--- src/inc/dfs_pkg.sv ---
// Package with timing constants and state encodings for the driver fault and sleep supervisor.
package dfs_pkg;
    localparam int CLK_MHZ              = 100;
    localparam int OCP_QUAL_NS          = 3000;
    localparam int OCP_QUAL_CYC         = (OCP_QUAL_NS * CLK_MHZ + 999) / 1000;
    localparam int RETRY_NS             = 4000000;
    localparam int RETRY_CYC            = (RETRY_NS * CLK_MHZ + 999) / 1000;
    localparam int SLEEP_ENTRY_NS       = 120000;
    localparam int SLEEP_ENTRY_CYC      = (SLEEP_ENTRY_NS * CLK_MHZ + 999) / 1000;
    localparam int WAKEUP_NS            = 1000000;
    localparam int WAKEUP_CYC           = (WAKEUP_NS * CLK_MHZ + 999) / 1000;
    localparam int RESET_PULSE_MIN_NS   = 20000;
    localparam int RESET_PULSE_MIN_CYC  = (RESET_PULSE_MIN_NS * CLK_MHZ + 999) / 1000;
    localparam int RESET_PULSE_MAX_NS   = 120000;
    localparam int RESET_PULSE_MAX_CYC  = (RESET_PULSE_MAX_NS * CLK_MHZ) / 1000;
    localparam int NUM_BRIDGES          = 4;
    localparam int CNT_W                = 24;

    typedef enum logic [3:0] {
        PWR_SLEEP  = 4'h1,
        PWR_WAKE   = 4'h2,
        PWR_RUN    = 4'h4,
        PWR_ENTER  = 4'h8
    } dfs_pwr_type;
endpackage

--- src/verilog/dfs_oc_channel.sv ---
// One half-bridge overcurrent qualifier with latched or automatic-retry recovery.
`timescale 1ns/1ps
module dfs_oc_channel #(
    parameter int QUAL_CYC  = dfs_pkg::OCP_QUAL_CYC,
    parameter int RETRY_CYC = dfs_pkg::RETRY_CYC
) (
    // Clock and reset.
    input  wire logic clock_in,
    input  wire logic sys_rst_in,
    // Current limit of either transistor of the bridge.
    input  wire logic hs_limit_in,
    input  wire logic ls_limit_in,
    // Recovery control.
    input  wire logic auto_retry_in,
    input  wire logic clear_in,
    // Fault state of this bridge.
    output logic      fault_out
);
    import dfs_pkg::*;

    if (QUAL_CYC < 1 || RETRY_CYC < 1 ||
        QUAL_CYC >= 2**CNT_W || RETRY_CYC >= 2**CNT_W) begin : g_bad_counts
        $error("dfs_oc_channel: counts out of range");
    end

    logic             limit;
    logic [CNT_W-1:0] qual_q, qual_d;
    logic [CNT_W-1:0] retry_q, retry_d;
    logic             fault_q, fault_d;

    assign limit = hs_limit_in | ls_limit_in;

    always_comb begin
        qual_d  = qual_q;
        retry_d = retry_q;
        fault_d = fault_q;
        // Qualification restarts whenever the limit drops out.
        if (!limit) begin
            qual_d = '0;
        end else if (qual_q < CNT_W'(QUAL_CYC)) begin
            qual_d = qual_q + 1'b1;
        end
        if (!fault_q) begin
            retry_d = '0;
            if (limit && qual_q >= CNT_W'(QUAL_CYC)) begin
                fault_d = 1'b1;
            end
        end else begin
            if (retry_q < CNT_W'(RETRY_CYC)) begin
                retry_d = retry_q + 1'b1;
            end
            if (auto_retry_in && retry_q >= CNT_W'(RETRY_CYC) && !limit) begin
                fault_d = 1'b0;
            end else if (!auto_retry_in && clear_in) begin
                fault_d = 1'b0;
            end
        end
    end

    always_ff @(posedge clock_in or posedge sys_rst_in) begin
        if (sys_rst_in) begin
            qual_q  <= '0;
            retry_q <= '0;
            fault_q <= 1'b0;
        end else begin
            qual_q  <= qual_d;
            retry_q <= retry_d;
            fault_q <= fault_d;
        end
    end

    assign fault_out = fault_q;

    chk_oc_qualify: assert property (@(posedge clock_in) disable iff (sys_rst_in)
        (!fault_q && !limit) |=> !fault_q) else $error("overcurrent set without limit");
    chk_oc_latch: assert property (@(posedge clock_in) disable iff (sys_rst_in)
        (fault_q && !auto_retry_in && !clear_in) |=> fault_q) else $error("latched fault lost");
    chk_oc_retry: assert property (@(posedge clock_in) disable iff (sys_rst_in)
        (fault_q && auto_retry_in && retry_q < CNT_W'(RETRY_CYC)) |=> fault_q)
        else $error("retry too early");
    cov_oc_fault: cover property (@(posedge clock_in) disable iff (sys_rst_in) $rose(fault_q));
endmodule

--- src/verilog/dfs_supervisor.sv ---
// Top of the driver fault and sleep supervisor: faults, sleep, wake and reset pulse decode.
`timescale 1ns/1ps
// Function
// Motor undervoltage: outputs off, fault, pump off
// Motor supply recovered: resume, release fault
// Pump undervoltage: outputs off, fault, pump runs
// Pump undervoltage gone: resume automatically
// Logic supply low: all off, reset, silent
// Overcurrent only after qualification time
// Overcurrent disables only its bridge
// High or low side limit counts
// Latched overcurrent held until reset pulse
// Auto mode restores after retry delay
// Thermal shutdown: all off, fault, pump off
// Latched thermal held until reset pulse
// Auto mode resumes when temperature falls
// Fault low while fault, released after reset
// Sleep disables outputs, regulator, interface, pump
// Sleep entered after entry delay
// Wake on high; wait wake-up delay
// Operate only awake with motor supply good
// Pulse of 20 to 40 us clears faults
// Pulse of 40 to 120 us clears faults
// Reset pulse leaves pump and blocks alone
// Fault output ORs all but logic undervoltage
module dfs_supervisor #(
    parameter int NUM_BR          = dfs_pkg::NUM_BRIDGES,
    parameter int QUAL_CYC        = dfs_pkg::OCP_QUAL_CYC,
    parameter int RETRY_CYC       = dfs_pkg::RETRY_CYC,
    parameter int SLEEP_ENTRY_CYC = dfs_pkg::SLEEP_ENTRY_CYC,
    parameter int WAKEUP_CYC      = dfs_pkg::WAKEUP_CYC,
    parameter int PULSE_MIN_CYC   = dfs_pkg::RESET_PULSE_MIN_CYC,
    parameter int PULSE_MAX_CYC   = dfs_pkg::RESET_PULSE_MAX_CYC
) (
    // Clock and reset.
    input  wire logic              clock_in,
    input  wire logic              sys_rst_in,
    // Controller pins.
    input  wire logic              sleep_request_low_in,
    input  wire logic              fault_recovery_select_in,
    // Analog monitor flags.
    input  wire logic              supply_lockout_in,
    input  wire logic              pump_undervoltage_in,
    input  wire logic              logic_undervoltage_in,
    input  wire logic              thermal_shutdown_in,
    input  wire logic [NUM_BR-1:0] hs_limit_in,
    input  wire logic [NUM_BR-1:0] ls_limit_in,
    // Enables to the power stage.
    output logic      [NUM_BR-1:0] bridge_enable_out,
    output logic                   pump_enable_out,
    output logic                   regulator_enable_out,
    output logic                   serial_enable_out,
    output logic                   ready_out,
    // Open-drain fault pin, enable low while pulling the line low.
    output logic                   fault_indicator_low_out,
    output logic                   fault_indicator_low_oe_n_out
);
    import dfs_pkg::*;

    if (NUM_BR < 1 || PULSE_MIN_CYC < 1 || PULSE_MAX_CYC <= PULSE_MIN_CYC ||
        SLEEP_ENTRY_CYC < 1 || WAKEUP_CYC < 1 || WAKEUP_CYC >= 2**CNT_W ||
        SLEEP_ENTRY_CYC >= 2**CNT_W || PULSE_MAX_CYC >= 2**CNT_W) begin : g_bad_params
        $error("dfs_supervisor: parameters out of range");
    end

    // Logic undervoltage acts as a reset of all state.
    logic              rst_all;
    assign rst_all = sys_rst_in | logic_undervoltage_in;

    // Low time measurement of the sleep input and pulse decode.
    logic [CNT_W-1:0]  low_cnt_q, low_cnt_d;
    logic              sleep_q, sleep_d;
    logic              clear_pulse;

    always_comb begin
        low_cnt_d = low_cnt_q;
        sleep_d   = sleep_request_low_in;
        if (!sleep_request_low_in) begin
            if (low_cnt_q < CNT_W'(PULSE_MAX_CYC)) begin
                low_cnt_d = low_cnt_q + 1'b1;
            end
        end else begin
            low_cnt_d = '0;
        end
    end

    // A rising edge after 20 to 120 us low clears latched faults.
    assign clear_pulse = sleep_request_low_in && !sleep_q &&
                         low_cnt_q > CNT_W'(PULSE_MIN_CYC) &&
                         low_cnt_q < CNT_W'(PULSE_MAX_CYC);

    always_ff @(posedge clock_in or posedge rst_all) begin
        if (rst_all) begin
            low_cnt_q <= '0;
            sleep_q   <= 1'b1;
        end else begin
            low_cnt_q <= low_cnt_d;
            sleep_q   <= sleep_d;
        end
    end

    // Thermal fault state.
    logic thermal_q, thermal_d;

    always_comb begin
        thermal_d = thermal_q;
        if (thermal_shutdown_in) begin
            thermal_d = 1'b1;
        end else if (fault_recovery_select_in) begin
            thermal_d = 1'b0;
        end else if (clear_pulse) begin
            thermal_d = 1'b0;
        end
    end

    always_ff @(posedge clock_in or posedge rst_all) begin
        if (rst_all) begin
            thermal_q <= 1'b0;
        end else begin
            thermal_q <= thermal_d;
        end
    end

    // Per-bridge overcurrent.
    logic [NUM_BR-1:0] oc_fault;

    genvar gi;
    generate
        for (gi = 0; gi < NUM_BR; gi++) begin : g_oc
            dfs_oc_channel #(
                .QUAL_CYC  (QUAL_CYC),
                .RETRY_CYC (RETRY_CYC)
            ) u_oc (
                .clock_in      (clock_in),
                .sys_rst_in    (rst_all),
                .hs_limit_in   (hs_limit_in[gi]),
                .ls_limit_in   (ls_limit_in[gi]),
                .auto_retry_in (fault_recovery_select_in),
                .clear_in      (clear_pulse),
                .fault_out     (oc_fault[gi])
            );
        end
    endgenerate

    // Power mode machine.
    dfs_pwr_type       pwr_q, pwr_d;
    logic [CNT_W-1:0]  tmr_q, tmr_d;

    always_comb begin
        pwr_d = pwr_q;
        tmr_d = tmr_q;
        case (pwr_q)
            PWR_RUN: begin
                tmr_d = '0;
                if (!sleep_request_low_in) begin
                    pwr_d = PWR_ENTER;
                end
            end
            PWR_ENTER: begin
                if (sleep_request_low_in) begin
                    pwr_d = PWR_RUN; // a reset pulse leaves the blocks running
                    tmr_d = '0;
                end else if (tmr_q >= CNT_W'(SLEEP_ENTRY_CYC - 1)) begin
                    pwr_d = PWR_SLEEP;
                    tmr_d = '0;
                end else begin
                    tmr_d = tmr_q + 1'b1;
                end
            end
            PWR_SLEEP: begin
                tmr_d = '0;
                if (sleep_request_low_in) begin
                    pwr_d = PWR_WAKE;
                end
            end
            PWR_WAKE: begin
                if (!sleep_request_low_in) begin
                    pwr_d = PWR_SLEEP;
                    tmr_d = '0;
                end else if (tmr_q >= CNT_W'(WAKEUP_CYC - 1)) begin
                    pwr_d = PWR_RUN;
                    tmr_d = '0;
                end else begin
                    tmr_d = tmr_q + 1'b1;
                end
            end
            default: begin
                pwr_d = PWR_SLEEP;
                tmr_d = '0;
            end
        endcase
    end

    always_ff @(posedge clock_in or posedge rst_all) begin
        if (rst_all) begin
            pwr_q <= PWR_WAKE;
            tmr_q <= '0;
        end else begin
            pwr_q <= pwr_d;
            tmr_q <= tmr_d;
        end
    end

    // Output enables, registered.
    logic              awake;
    logic              operating;
    logic [NUM_BR-1:0] bridge_d;
    logic              pump_d;
    logic              fault_d;
    logic [NUM_BR-1:0] bridge_q;
    logic              pump_q, reg_q, ser_q, ready_q, fault_q;

    assign awake     = (pwr_q != PWR_SLEEP);
    assign operating = (pwr_q == PWR_RUN || pwr_q == PWR_ENTER) && !supply_lockout_in;

    always_comb begin
        // Global faults: motor supply, pump, thermal.
        if (operating && !pump_undervoltage_in && !thermal_q) begin
            bridge_d = ~oc_fault;
        end else begin
            bridge_d = '0;
        end
        pump_d  = awake && !supply_lockout_in && !thermal_q;
        fault_d = supply_lockout_in | pump_undervoltage_in | thermal_q | (|oc_fault);
    end

    always_ff @(posedge clock_in or posedge rst_all) begin
        if (rst_all) begin
            bridge_q <= '0;
            pump_q   <= 1'b0;
            reg_q    <= 1'b0;
            ser_q    <= 1'b0;
            ready_q  <= 1'b0;
            fault_q  <= 1'b0;
        end else begin
            bridge_q <= bridge_d;
            pump_q   <= pump_d;
            reg_q    <= awake;
            ser_q    <= awake;
            ready_q  <= operating;
            fault_q  <= fault_d;
        end
    end

    assign bridge_enable_out            = bridge_q;
    assign pump_enable_out              = pump_q;
    assign regulator_enable_out         = reg_q;
    assign serial_enable_out            = ser_q;
    assign ready_out                    = ready_q;
    assign fault_indicator_low_out      = 1'b0;
    assign fault_indicator_low_oe_n_out = ~fault_q;

    chk_uv_outputs: assert property (@(posedge clock_in) disable iff (rst_all)
        supply_lockout_in |=> (bridge_q == '0) && !pump_q && fault_q) else $error("supply_lockout");
    chk_pump_undervoltage_pump: assert property (@(posedge clock_in) disable iff (rst_all)
        (pump_undervoltage_in && awake && !supply_lockout_in && !thermal_q)
        |=> pump_q && fault_q && bridge_q == '0) else $error("pump_undervoltage");
    chk_pump_undervoltage_release: assert property (@(posedge clock_in) disable iff (rst_all)
        (!pump_undervoltage_in && !supply_lockout_in && !thermal_q && oc_fault == '0)
        |=> !fault_q) else $error("fault not released");
    chk_thermal_off: assert property (@(posedge clock_in) disable iff (rst_all)
        thermal_q |=> bridge_q == '0 && !pump_q && fault_q) else $error("thermal");
    chk_thermal_latch: assert property (@(posedge clock_in) disable iff (rst_all)
        (thermal_q && !fault_recovery_select_in && !clear_pulse) |=> thermal_q)
        else $error("thermal latch lost");
    chk_sleep_delay: assert property (@(posedge clock_in) disable iff (rst_all)
        (pwr_q == PWR_RUN && !sleep_request_low_in) ##1 (!sleep_request_low_in)[*2]
        |-> pwr_q != PWR_SLEEP) else $error("sleep too early");
    chk_sleep_off: assert property (@(posedge clock_in) disable iff (rst_all)
        (pwr_q == PWR_SLEEP) |=> !pump_q && !reg_q && !ser_q && bridge_q == '0)
        else $error("sleep outputs");
    chk_oc_bridge: assert property (@(posedge clock_in) disable iff (rst_all)
        (|oc_fault) |=> fault_q && ((bridge_q & $past(oc_fault)) == '0))
        else $error("oc bridge");
    chk_pulse_clear: assert property (@(posedge clock_in) disable iff (rst_all)
        (clear_pulse && !thermal_shutdown_in) |=> !thermal_q) else $error("clear");
    cov_pulse: cover property (@(posedge clock_in) disable iff (rst_all) clear_pulse);
    cov_sleep: cover property (@(posedge clock_in) disable iff (rst_all) pwr_q == PWR_SLEEP);
    cov_wake: cover property (@(posedge clock_in) disable iff (rst_all)
        pwr_q == PWR_WAKE ##1 pwr_q == PWR_RUN);
endmodule
--- config.mk ---
export PLATFORM = sky130hd
export DESIGN_NAME = dfs_supervisor
export DESIGN_NICKNAME = d
export VERILOG_FILES = /design/src/inc/dfs_pkg.sv /design/src/verilog/dfs_oc_channel.sv /design/src/verilog/dfs_supervisor.sv
export SDC_FILE = /design/constraint.sdc
export NUM_CORES = 1
export LEC_CHECK = 0
export ABC_AREA = 1
export BUFFER_PORTS_ARGS = -buffer_cell sky130_fd_sc_hd__clkbuf_2
export CAP_MARGIN = 5
export CORE_MARGIN = 2
export CORE_UTILIZATION = 29
export CTS_BUF_LIST = sky130_fd_sc_hd__clkbuf_16
export CTS_CLUSTER_DIAMETER = 150
export DETAILED_ROUTE_END_ITERATION = 10
export GPL_TIMING_DRIVEN = 1
export PLACE_DENSITY = 0.47
export SLEW_MARGIN = 20
export SYNTH_ARGS = -nofsm -noshare
export SYNTH_HDL_FRONTEND = slang
export SYNTH_SLANG_ARGS = --single-unit
--- constraint.sdc ---
create_clock -name clock_in -period 24.5 [get_ports clock_in]
set_input_delay 4.9 -clock clock_in [delete_from_list [all_inputs] [get_ports clock_in]]
set_output_delay 4.9 -clock clock_in [all_outputs]
set_load 0.02 [all_outputs]
======== Word level (Yosys, flattened, before mapping) ========
Index checks and enable logic that the tools add are counted.
word-level totals
  register bits after elaboration ......... 258
  output and inout bits ................... 10
  word-level logic and storage cells ...... 161
operators by class
  add/sub/neg operators ................... 10
  magnitude comparators ................... 20
  equality and inequality tests ........... 17
  muxes and demuxes ....................... 47
  bitwise operators ....................... 10
  reductions and logical operators ........ 35
operators by type and width
  cell                   number
  $mux 24                22
  $add 24x1->24 const B  10
  $ge 24x19->1 const B   4
  $ge 24x9->1 const B    4
  $lt 24x19->1 const B   4
  $lt 24x9->1 const B    4
  $pmux 24 s2            1
  $mux 4                 7
  $ge 24x14->1 const B   1
  $ge 24x17->1 const B   1
  $gt 24x11->1 const B   1
  $lt 24x14->1 const B   1
  $logic_and 1x1->1      21
  $ne 2x2->1 const B     10
  $mux 1                 16
  $pmux 4 s4             1
  $logic_not 1->1        9
  $or 1x1->1             8
  $ne 3x3->1 const B     2
  $eq 4x1->1 const B     1
  $eq 4x2->1 const B     1
  $eq 4x3->1 const B     1
  $eq 4x4->1 const B     1
  $ne 4x1->1 const B     1
  other kinds (7)        7

======== Depth between registers and ports, before layout ========
  depth after elaboration ................. 8
  gate-level depth with buffers ........... 11
  gate-level depth less buffers ........... 10

======== Cells and area by module ========
From an unflattened synthesis, not the netlist that was laid out.
second synthesis, totals
  cell total of the unflattened synthesis .. 1828
  area total of the unflattened synthesis .. 13959.6 um^2
modules (own cells, without submodules)
  module          times used  cells each  area an instance (um^2)  seq. area each (um^2)
  dfs_oc_channel  4           362         2721.4                   1226.2
  dfs_supervisor  1           380         3074.2                   1554.0

======== Least setup slack after synthesis ========
Ideal clock, no wire load.
  kind .................................... in2reg
  from .................................... input ls_limit_in[0]
  to ...................................... register g_oc[0].u_oc.qual_q[0]
  setup time .............................. 0.118 ns
  arrival time ............................ 5.738 ns
  path slack .............................. 18.644 ns
  stages .................................. 5
  path buffers ............................ 1
  cell sequence ........................... nor2_2 clkinv_1 clkbuf_1 nand3_1 nand2_1
between the ends
  cells in the longest elaborated chain, start to end .. 2
  elaborated cells on any way between the ends .. 3
ends and longest elaborated chain
  what                                                    line                  text
  from (decl)                                             dfs_supervisor.sv:47  input wire logic [NUM_BR-1:0] ls_limit_in,
  $or 1x1->1 *                                            dfs_oc_channel.sv:31  assign limit = hs_limit_in | ls_limit_in;
  $ne 2x2->1 (no line) / $mux 24 (equally long branches)  n/a
  to (signal assigned)                                    dfs_oc_channel.sv:66  qual_q <= qual_d;
  to (decl)                                               dfs_oc_channel.sv:27  logic [CNT_W-1:0] qual_q, qual_d;
Every way passes the cells marked *; elsewhere a longest branch is shown, timed or not.
A chain may end at the register's enable or synchronous reset.

==> results.yml <==
detailed_routing:
  avgRoutedWirePerCell_um: 11.99
  via_count: 10640
  ant_nets: 0
  via_per_inst: 4.426
  drc: 0
  drt_iter0_drc: 438
  wirelength_mm: 28.82
  firstDrtPassIters: 6
sta:
  fmax_mhz: 150.1
  fin_worst_skew_ns: 0.01105
  setup_viol: 0
  fin_setup_tns_ns: 0
  final.min_clock_period_ns: 6.663
  grt_setup_unrepaired: "no"
  max_slew_margin_pct: 30.11
  worst_pin_slew_ns: 1.048
  finalHoldViolations: 0
  min_period_over_period_pct: 27.20
  report.final.slew_viol_count: 0
die:
  pin_count: 26
  die_h_um: 219.9
  core_area_um2: 46260
  num_rows: 79
  die_area_um2: 48350
  start_util_pct: 29.22
  die_w_um: 219.9
clocking:
  tritoncts: "yes"
  cts_resized: 0
  numClockSinks: 258
  cts-htree-levels: 1
  post_cts_buffers: 0
  cts_buffers: 31
  cts.clk_slew.worst_paths_ns: 0.06
  cts_max_path_buffers: 3
  cts_root_buffer: "clkbuf_16"
  clk_latency_ns: 0.56
  ctsHoldBuffers: 0
critical_path:
  path_cells: "clkbuf_2, nor2_4, buf_4, buf_4, buf_4"
  rrSetupSlack_ns: 22.16
  slowest_stage: "buf_4"
  crit_path_end_kind: "async pin"
  worst-setup-path-type: "input port to async pin"
  required_ns: 25.09
  crit_path_start_kind: "input port"
  crit_fanout: 73
  arrival_ns: 7.25
  cp_top_family: "buffers and inverters"
  critPathBufInv: 4
  reg2reg_to: "g_oc[0].u_oc.retry_q[17]"
  max_stage_delay_ns: 0.83
  reg2reg_from: "g_oc[0].u_oc.fault_out"
  r2r_cells: 4
  critPathMostFrequentCell: "buf_4"
yosys:
  yosysSeqAreaShare_pct: 47.79
  synth_warnings: 0
  synth_flop_cell: "dfrtp_1"
  yosysTopAreaCell: "dfrtp_1"
  synth_cell_types: 46
  ys_seq_elements: 258
  avgSynthCellArea_um2: 7.754
  syn_inst: 1743
  ys_async_sr_fraction_pct: 100.0
  syn-cell-area_um2: 13520
  synth.area.top_cells: "dfrtp_1, nand2_1, nor2_1"
  synth_edf_count: 0
  synth_top_area_share_pct: 47.40
power:
  p_total_mw: 1.138
  ir_drop_mv: 0.05134
  power.density_nw_per_um2: 74.22
  p_leak_nw: 7.467
cells_and_area:
  final_cell_mix: "nand2_1, nor2_1, dfrtp_1, inv_1, nand3_1"
  final_util_pct: 33.15
  fillers: 5009
  drive_above_1_share_pct: 7.962
  final_area_um2: 15330
  fin_cells: 2403
  final_common_cell: "nand2_1"
  diodes: 0
  area_delta_synth_final_pct: 13.46
  nNetsFinal: 1807
hold_path:
  min_from: "g_oc[0].u_oc.retry_q[23]"
  hold_depth: 2
  hold_path.class: "register to register"
  holdPathEnd: "g_oc[0].u_oc.retry_q[23]"
outcome:
  outcome: "completed"
global_routing:
  grt_pass1_wl_mm: 49.73
  grt_pass1_vias: 10180
  grtUsageTotal_pct: 12.29
  grt_overflow: 0
  antenna_found_initial: 0
  grt_max_degree: 81
placement:
  hpwl_mm: 19.60
  place.gp.congestion: 0.8372
  dp.cells: 2346
  dpl_cell_area_um2: 14210
  portBuffers: 24
flow_run:
  cap_violations: 0
[synth_stat cells, types with 2 or more instances]
master	instances
inv_2	4
clkbuf_1	15
dfstp_2	2
nor2_2	13
buf_2	9
clkinv_1	4
xnor2_1	15
nor2_4	6
nand2_4	3
xor2_1	66
inv_1	203
nand2_1	444
a21oi_1	10
buf_4	7
o21ai_2	11
nor3b_1	3
and3_1	3
dfrtp_1	256
or2_2	4
nor3_1	25
inv_6	2
nand2_2	10
o21ai_1	7
o21ai_0	32
ha_1	19
inv_4	2
nand3b_1	6
buf_6	8
nor3_2	3
nor2_1	304
o21bai_1	3
nand3_1	169
nand4_1	60
nand3_2	3
[flip-flops by register name, summed over array words and instances, names as in the netlist, 4 cells and up]
register,count
bridge_enable_out,4
g_oc.u_oc.fault_out,4
g_oc.u_oc.qual_q,96
g_oc.u_oc.retry_q,96
low_cnt_q,24
pwr_q,4
tmr_q,24
[tightest hold or removal path, delay by kind of cell, from the launching register on]
kind	cells	cell delay [ns]
buf+inv	1	0.04
simple gates	1	0.05
flops	1	0.33
[how the worst max path moves through the flow]
stage	end	cells past startpoint	start
after detailed placement	bridge_enable_out[1]	5	logic_undervoltage_in
after global routing	bridge_enable_out[1]	5	logic_undervoltage_in
after floorplan	bridge_enable_out[0]	1	sys_rst_in
after CTS	bridge_enable_out[3]	5	logic_undervoltage_in
after global placement	bridge_enable_out[1]	5	logic_undervoltage_in
final	bridge_enable_out[3]	5	logic_undervoltage_in
[stage by stage]
stage | hold slack [ns] | setup slack, ns
finish | 0.4556 | 17.84
global route | 0.4693 | 17.37
CTS | 0.4606 | 17.67
detailed placement | 0.4481 | 17.05
global placement | 0.4451 | 17.04
floorplan | 0.4227 | 4.166
[kinds of logic (layout without fill, tap and decap cells)]
logic type	after synthesis	after routing	synth area share (%)
buffers and inverters	256	302	8.063
flip-flops	258	258	47.79
AO/OA/AOI/OAI	69	69	3.083
XOR/XNOR	81	81	5.249
AND/OR/NAND/NOR	1059	1059	34.03
adder cells (fa/ha/maj)	19	19	1.759
other	1	8	0.02775
[power breakdown]
group          switching [mW]  total, mW  internal (mW)
Sequential             0.0475      0.507          0.459
Combinational          0.0801      0.128         0.0479
Clock                   0.181      0.503          0.323
[cell type report]
cell class                 count  area, µm²  area share (%)
sequential                   258       6459           42.12
clock inverter                26      349.1           2.276
inverter                     215      822.0           5.361
clock buffer                  31      775.7           5.059
timing repair buffer          30      168.9           1.102
multi-input combinational   1236       6001           39.13
tap                          607      759.5           4.953
[metal layers]
layer,vias to the layer above,part of all wire [%],track usage (%)
li1,5507,-,-
met1,4982,51,17.42
met2,105,44,19.51
met3,41,3.1,1.863
met4,0,1.8,3.244
met5,-,0,0
Note: power is estimated with default switching activity, not from simulation.
